### config.mk
export PLATFORM = sky130hd
export DESIGN_NAME = sram_host
export DESIGN_NICKNAME = d
export VERILOG_FILES = /design/src/rtl/sram_host_pkg.sv /design/src/rtl/sram_host.sv /design/src/rtl/sram_pin_sync.sv
export SDC_FILE = /design/constraint.sdc
export NUM_CORES = 1
export LEC_CHECK = 0
export ABC_AREA = 0
export BUFFER_PORTS_ARGS = -buffer_cell sky130_fd_sc_hd__buf_4
export CAP_MARGIN = 20
export CORE_ASPECT_RATIO = 2
export CORE_MARGIN = 3
export CORE_UTILIZATION = 45
export CTS_CLUSTER_DIAMETER = 150
export DETAILED_ROUTE_END_ITERATION = 8
export PLACE_DENSITY_LB_ADDON = 0.12
export SETUP_SLACK_MARGIN = 0.5
export SYNTH_ARGS = -nofsm -noshare
export SYNTH_HDL_FRONTEND = slang
export SYNTH_SLANG_ARGS = --single-unit
### constraint.sdc
create_clock -name core_clk_i -period 3.1 [get_ports core_clk_i]
set_input_delay 0.155 -clock core_clk_i [delete_from_list [all_inputs] [get_ports core_clk_i]]
set_output_delay 0.155 -clock core_clk_i [all_outputs]
set_load 0.005 [all_outputs]
### src/rtl/sram_host_pkg.sv
// Package with pin layouts, request carriers, states and timing counts for the static memory host.
package sram_host_pkg;

  localparam int ADDR_W   = 21;
  localparam int DATA_W   = 8;
  localparam int SYNC_LEN = 2;

  // Timing figures in nanoseconds for the slower speed grade, and the clock period.
  localparam int CLK_PERIOD_NS          = 50;
  localparam int ADDRESS_TO_VALID_DELAY = 55;
  localparam int WRITE_PULSE_NS         = 40;
  localparam int FLOAT_AFTER_WRITE_DELAY = 20;
  localparam int DATA_SETUP_TO_END      = 25;
  localparam int CYCLE_TIME_NS          = 55;

  // Least times round up to whole cycles and never fall below one.
  localparam int READ_VALID_CYC = (ADDRESS_TO_VALID_DELAY + CLK_PERIOD_NS - 1) / CLK_PERIOD_NS;
  localparam int READ_WAIT_CYC  = READ_VALID_CYC + SYNC_LEN;
  localparam int PULSE_MIN_NS   = (WRITE_PULSE_NS > FLOAT_AFTER_WRITE_DELAY + DATA_SETUP_TO_END) ?
                                  WRITE_PULSE_NS : FLOAT_AFTER_WRITE_DELAY + DATA_SETUP_TO_END;
  localparam int PULSE_CYC      = (PULSE_MIN_NS + CLK_PERIOD_NS - 1) / CLK_PERIOD_NS;
  localparam int RECOVER_RAW    = (CYCLE_TIME_NS + CLK_PERIOD_NS - 1) / CLK_PERIOD_NS - PULSE_CYC;
  localparam int RECOVER_CYC    = (RECOVER_RAW < 1) ? 1 : RECOVER_RAW;

  localparam int CNT_W = 4;

  // Values of the pins after reset: deselected, no strobe, outputs disabled.
  localparam logic RST_PRIMARY_SELECT_N = 1'b1;
  localparam logic RST_SECONDARY_SELECT = 1'b0;
  localparam logic RST_WRITE_N          = 1'b1;
  localparam logic RST_OUTPUT_ENABLE_N  = 1'b1;
  localparam logic RST_DATA_OE_N        = 1'b1;

  typedef struct packed {
    logic [ADDR_W-1:0] addr;
    logic              primary_select_n;
    logic              secondary_select;
    logic              write_n;
    logic              output_enable_n;
  } pin_out_t;

  typedef struct packed {
    logic              write;
    logic [ADDR_W-1:0] addr;
    logic [DATA_W-1:0] wdata;
  } mem_req_t;

  typedef struct packed {
    logic              write;
    logic [DATA_W-1:0] rdata;
    logic              err;
  } mem_resp_t;

  typedef enum logic [4:0] {
    ST_IDLE   = 5'h01,
    ST_READ   = 5'h02,
    ST_WSETUP = 5'h04,
    ST_WPULSE = 5'h08,
    ST_WHOLD  = 5'h10
  } host_state_t;

endpackage : sram_host_pkg

### src/rtl/sram_host.sv
// Host controller that runs read and write cycles on a byte-wide asynchronous static memory with error flag.
`timescale 1ns/100ps
`default_nettype none
module sram_host (
  input  wire logic                                core_clk_i,
  input  wire logic                                rst_i,
  input  wire logic                                req_valid_i,
  input  wire sram_host_pkg::mem_req_t             req_i,
  output logic                                     req_ready_o,
  output logic                                     resp_valid_o,
  output sram_host_pkg::mem_resp_t                 resp_o,
  output sram_host_pkg::pin_out_t                  pins_o,
  input  wire logic [sram_host_pkg::DATA_W-1:0]    data_i,
  output logic      [sram_host_pkg::DATA_W-1:0]    data_o,
  output logic                                     data_oe_n_o,
  input  wire logic                                err_i
);
  import sram_host_pkg::*;

  // Counter loads are one less than the cycle counts because the zero cycle is the last one.
  localparam logic [CNT_W-1:0] READ_LOAD    = CNT_W'(READ_WAIT_CYC - 1);
  localparam logic [CNT_W-1:0] PULSE_LOAD   = CNT_W'(PULSE_CYC - 1);
  localparam logic [CNT_W-1:0] RECOVER_LOAD = CNT_W'(RECOVER_CYC - 1);

  host_state_t            state_q;
  host_state_t            state_d;
  logic [CNT_W-1:0]       cnt_q;
  logic [CNT_W-1:0]       cnt_d;
  pin_out_t               pins_q;
  pin_out_t               pins_d;
  logic [DATA_W-1:0]      wdata_q;
  logic [DATA_W-1:0]      wdata_d;
  logic                   data_oe_n_q;
  logic                   data_oe_n_d;
  logic                   resp_valid_q;
  logic                   resp_valid_d;
  mem_resp_t              resp_q;
  mem_resp_t              resp_d;
  logic [DATA_W:0]        back_sync;

  // One-hot state test shared by the accept, ready and completion decodes.
  function automatic logic in_state(input host_state_t cur, input host_state_t want);
    in_state = (cur == want);
  endfunction : in_state

  // Reads may chain from the last wait cycle; a write starts only from idle.
  wire in_idle    = in_state(state_q, ST_IDLE);
  wire in_read    = in_state(state_q, ST_READ);
  wire cnt_done   = (cnt_q == '0);
  wire read_done  = in_read && cnt_done;
  wire pulse_done = in_state(state_q, ST_WPULSE) && cnt_done;
  wire write_done = in_state(state_q, ST_WHOLD) && cnt_done;
  wire can_accept = in_idle || read_done;
  wire take       = req_valid_i && can_accept;
  wire take_read  = take && !req_i.write;
  wire take_write = take && req_i.write && in_idle;

  // A write behind a read waits for idle, so output enable is high a cycle before the host drives.
  assign req_ready_o = in_idle || (read_done && !req_i.write);

  // Data and error flag share one synchroniser so both come from the same memory cycle.
  sram_pin_sync #(
    .WIDTH (DATA_W + 1)
  ) u_back_sync (
    .core_clk_i (core_clk_i),
    .rst_i      (rst_i),
    .async_i    ({err_i, data_i}),
    .sync_o     (back_sync)
  );

  // Every register except the counter holds unless a state moves it; the completion pulse defaults low.
  always_comb begin
    state_d      = state_q;
    cnt_d        = cnt_q;
    pins_d       = pins_q;
    wdata_d      = wdata_q;
    data_oe_n_d  = data_oe_n_q;
    resp_valid_d = 1'b0;
    resp_d       = resp_q;
    // The counter runs down by itself and rests at zero; states only reload it.
    if (!cnt_done) begin
      cnt_d = cnt_q - CNT_W'(1);
    end
    case (state_q)
      ST_IDLE: begin
        if (take_read) begin
          state_d                 = ST_READ;
          cnt_d                   = READ_LOAD;
          pins_d.addr             = req_i.addr;
          pins_d.primary_select_n = 1'b0;
          pins_d.secondary_select = 1'b1;
          pins_d.write_n          = 1'b1;
          pins_d.output_enable_n  = 1'b0;
        end else if (take_write) begin
          // Output enable stays high so the memory floats before the host drives the bus.
          state_d                 = ST_WSETUP;
          pins_d.addr             = req_i.addr;
          pins_d.primary_select_n = 1'b0;
          pins_d.secondary_select = 1'b1;
          pins_d.write_n          = 1'b1;
          pins_d.output_enable_n  = 1'b1;
          wdata_d                 = req_i.wdata;
          data_oe_n_d             = 1'b0;
        end
      end
      ST_READ: begin
        if (cnt_done) begin
          // Data and flag are sampled together after the address delay and the synchroniser.
          resp_valid_d = 1'b1;
          resp_d.write = 1'b0;
          resp_d.rdata = back_sync[DATA_W-1:0];
          resp_d.err   = back_sync[DATA_W];
          if (take_read) begin
            cnt_d       = READ_LOAD;
            pins_d.addr = req_i.addr;
          end else begin
            state_d                 = ST_IDLE;
            pins_d.primary_select_n = RST_PRIMARY_SELECT_N;
            pins_d.secondary_select = RST_SECONDARY_SELECT;
            pins_d.output_enable_n  = RST_OUTPUT_ENABLE_N;
          end
        end
      end
      ST_WSETUP: begin
        state_d        = ST_WPULSE;
        cnt_d          = PULSE_LOAD;
        pins_d.write_n = 1'b0;
      end
      ST_WPULSE: begin
        // One pulse cycle covers the float delay plus the data setup at this clock rate.
        if (pulse_done) begin
          state_d        = ST_WHOLD;
          cnt_d          = RECOVER_LOAD;
          pins_d.write_n = 1'b1;
        end
      end
      ST_WHOLD: begin
        if (write_done) begin
          // Data is released only after the strobe that ended the write has risen.
          state_d                 = ST_IDLE;
          data_oe_n_d             = RST_DATA_OE_N;
          pins_d.primary_select_n = RST_PRIMARY_SELECT_N;
          pins_d.secondary_select = RST_SECONDARY_SELECT;
          resp_valid_d            = 1'b1;
          resp_d.write            = 1'b1;
          resp_d.err              = 1'b0;
        end
      end
      default: begin
        state_d = ST_IDLE;
      end
    endcase
  end

  always_ff @(posedge core_clk_i) begin
    if (rst_i) begin
      state_q <= ST_IDLE;
      cnt_q   <= '0;
    end else begin
      state_q <= state_d;
      cnt_q   <= cnt_d;
    end
  end

  always_ff @(posedge core_clk_i) begin
    if (rst_i) begin
      pins_q.addr             <= '0;
      pins_q.primary_select_n <= RST_PRIMARY_SELECT_N;
      pins_q.secondary_select <= RST_SECONDARY_SELECT;
      pins_q.write_n          <= RST_WRITE_N;
      pins_q.output_enable_n  <= RST_OUTPUT_ENABLE_N;
    end else begin
      pins_q <= pins_d;
    end
  end

  always_ff @(posedge core_clk_i) begin
    if (rst_i) begin
      wdata_q     <= '0;
      data_oe_n_q <= RST_DATA_OE_N;
    end else begin
      wdata_q     <= wdata_d;
      data_oe_n_q <= data_oe_n_d;
    end
  end

  always_ff @(posedge core_clk_i) begin
    if (rst_i) begin
      resp_valid_q <= 1'b0;
      resp_q       <= '0;
    end else begin
      resp_valid_q <= resp_valid_d;
      resp_q       <= resp_d;
    end
  end

  // Every pin leaves straight from a flip-flop so no glitch reaches the memory strobes.
  assign pins_o       = pins_q;
  assign data_o       = wdata_q;
  assign data_oe_n_o  = data_oe_n_q;
  assign resp_valid_o = resp_valid_q;
  assign resp_o       = resp_q;

endmodule : sram_host
`default_nettype wire

### src/rtl/sram_pin_sync.sv
// Two-stage synchroniser for the bus inputs that come back from the memory pins.
`timescale 1ns/100ps
`default_nettype none
module sram_pin_sync #(
  parameter int WIDTH = 9
) (
  input  wire logic             core_clk_i,
  input  wire logic             rst_i,
  input  wire logic [WIDTH-1:0] async_i,
  output logic      [WIDTH-1:0] sync_o
);

  logic [WIDTH-1:0] meta_q;
  logic [WIDTH-1:0] sync_q;

  always_ff @(posedge core_clk_i) begin
    if (rst_i) begin
      meta_q <= '0;
      sync_q <= '0;
    end else begin
      meta_q <= async_i;
      sync_q <= meta_q;
    end
  end

  assign sync_o = sync_q;

endmodule : sram_pin_sync
`default_nettype wire

==> impl_metrics.json <==
{
  "crit_type": "reg -> out",
  "power_frac_seq_pct": 42.0,
  "p_sw_share_pct": 25.4,
  "post_cts_buffers": 0,
  "drt_iter0_markers": 95,
  "r2r-end": "data_oe_n_o$_SDFFE_PP1P_",
  "slew_headroom_pct": 51.3,
  "r2r-start": "state_q[1]$_SDFFE_PP0P_",
  "min_period_ps": 2320,
  "final_common_cell": "buf_4",
  "clock_latency_ps": 330,
  "worstMarginPinSlew_ps": 731,
  "status": "completed",
  "yosys_warnings": 0,
  "area_growth_syn_to_layout_pct": 34.7,
  "dr.pass1.iters": 4,
  "drc_errors": 0,
  "rows": 39,
  "path_max_fanout": 10,
  "synth_nets": 322,
  "finalHoldViolations": 0,
  "p_leak_uw": 0.00169,
  "htree_levels": 3,
  "layout_common_cells": "buf_4, dfxtp_1, nor2_1",
  "cts_tree": "built",
  "hold_end": "u_back_sync.meta_q[6]$_SDFF_PP0_",
  "peakVddDrop_uv": 497,
  "start_util_pct": 46.7,
  "rrSetupSlack_ps": 930,
  "layout.nets": 404,
  "drive_gt1_share_pct": 29.9,
  "die_w_um": 60.6,
  "postPlaceCellArea_um2": 3330,
  "antenna_found_initial": 0,
  "fin_setup_tns_ps": 0,
  "synth_seq_area_share_pct": 53.6,
  "slew_violations": 0,
  "synth_edf_count": 0,
  "syn_area_um2": 2690,
  "clock_sinks": 72,
  "overflow": 0,
  "avgViaCountPerCell": 5.20,
  "die_area_um2": 6990,
  "cp.required_ps": 2940,
  "netlist_instances": 279,
  "ys.flop_type": "dfxtp_1",
  "cts-root-buf": "clkbuf_16",
  "grt_max_degree": 73,
  "numCtsBuffers": 9,
  "dp_hpwl_um": 4370,
  "fmax_mhz": 431,
  "intPower_uw": 1860,
  "async_reset_ff_share_pct": 0,
  "io-pin-count": 88,
  "setup.worst_path.start_class": "flip-flop",
  "dp_slack_ps": 950,
  "wl_per_cell_um": 14.6,
  "fin_util_pct": 62.9,
  "maxCapViolCount": 0,
  "wirelength_um": 6220,
  "cts_hold_buf": 0,
  "finalInstanceArea_um2": 3620,
  "finalSetupViolCount": 0,
  "ant_nets": 0,
  "grt_pass1_wl_um": 9660,
  "hold_path_class": "in -> reg",
  "port_buffers": 87,
  "end_kind": "output port",
  "p_comb_share_pct": 17.9,
  "vias": 2214,
  "clockBufferDepth": 2,
  "clk_pin_slew_ps": 50,
  "die_h_um": 115,
  "gp_congestion": 0.945,
  "worstPathArrival_ps": 2170,
  "synth.distinct_cells": 42,
  "rsz0062_at_grt": "false",
  "cts_resized": 0,
  "antenna_cells": 0,
  "fin_crit_sh_pct": 74.9,
  "worstRegToRegCells": 4,
  "ys_seq_elements": 72,
  "core_um2": 5760,
  "hold_depth": 2,
  "startpoint": "cnt_q[0]$_SDFF_PP0_",
  "post_synth.cell_area_avg_um2": 9.63,
  "power_frac_clock_pct": 40.1,
  "grt_use_total_pct": 18.7,
  "whs_ps": 35.9,
  "p_per_area_nw_per_um2": 689,
  "finClkSkew_ps": 7.07,
  "final.setup.worst_slack_ps": 778,
  "grt_pass1_vias": 2145,
  "hold_start": "data_i[6]",
  "switchingPower_uw": 632
}
-- synth_stat cells (2+ instances only) --
master    instances  share of area [%]
buf_2             5               0.93
xnor2_1           2               0.65
nor2_1           45                6.3
nor3_1            3               0.56
and3_1            3               0.70
nand2_1          25                3.5
a21oi_1          14                2.6
nor4_1            2               0.47
buf_6             3                1.3
nor2b_1          20                4.7
o22ai_1           2               0.47
or3_1             2               0.47
nand3_1           6                1.1
inv_1             4               0.56
o21ai_0           6                1.1
and2_1            2               0.47
mux2i_1          29                 11
a22oi_1           3               0.84
clkbuf_1          8                1.1
dfxtp_1          72                 54
nor3_2            2               0.74
-- state kept, by name, indices dropped and copies added, names as in the netlist --
| register | count |
|---|---|
| cnt_q | 4 |
| data_o | 8 |
| data_oe_n_o | 1 |
| pins_o | 25 |
| resp_o | 10 |
| resp_valid_o | 1 |
| state_q | 5 |
| u_back_sync.meta_q | 9 |
| u_back_sync.sync_o | 9 |
-- critical path, cell delays in order, from the launching register on --
cell	delay, ps
dfxtp_1	330
inv_1	60
ha_1	180
nor3b_2	540
nand2_1	370
o21ai_0	240
buf_4	130
-- power by group through the flow --
stage	combinational (uW)	clock [uW]	sequential, uW
floorplan	302	0	1060
CTS	452	1030	1050
global placement	445	0	1060
finish	447	1000	1050
global route	488	1070	1060
detailed placement	452	0	1070
-- metrics by stage --
stage               total power (uW)  instances
floorplan                       1360        279
global placement                1510        411
detailed placement              1520        411
CTS                             2530        426
global route                    2610        426
finish                          2490        426
-- final cells by class --
cell class	count	area, um^2
Clock inverter	3	42.5
Timing Repair Buffer	89	668
Sequential cell	72	1440
Inverter	4	15.0
Tap cell	61	76.3
Fill cell	518	2140
Clock buffer	12	246
Multi-Input combinational cell	185	1130
-- worst max-delay path by stage --
stage,end,slack (ps),depth (start not counted)
after floorplan,pins_o[0]$_SDFFE_PP1P_,1360,7
after global placement,data_oe_n_o$_SDFFE_PP1P_,1000,4
after detailed placement,data_oe_n_o$_SDFFE_PP1P_,950,4
after CTS,req_ready_o,710,6
after global routing,req_ready_o,540,6
final,req_ready_o,780,6
-- cells by family after synthesis --
group,after synthesis,synth area share (%)
AND/OR/NAND/NOR,116,20.9
flip-flops,72,53.6
AO/OA/AOI/OAI,36,8.89
multiplexers,29,10.8
buffers and inverters,22,4.28
XOR/XNOR,3,0.978
adder cells (fa/ha/maj),1,0.465
-- metal layers --
layer | GRT usage (%) | up-vias | share of wire [%] | wire, um
li1 | - | 1101 | - | -
met1 | 19.4 | 998 | 37 | 2330
met2 | 30.4 | 92 | 52 | 3220
met3 | 5.51 | 23 | 6.3 | 394
met4 | 14.2 | 0 | 4.4 | 274
met5 | 0 | - | 0 | 0
No activity file was read; power rests on OpenSTA's default activity.
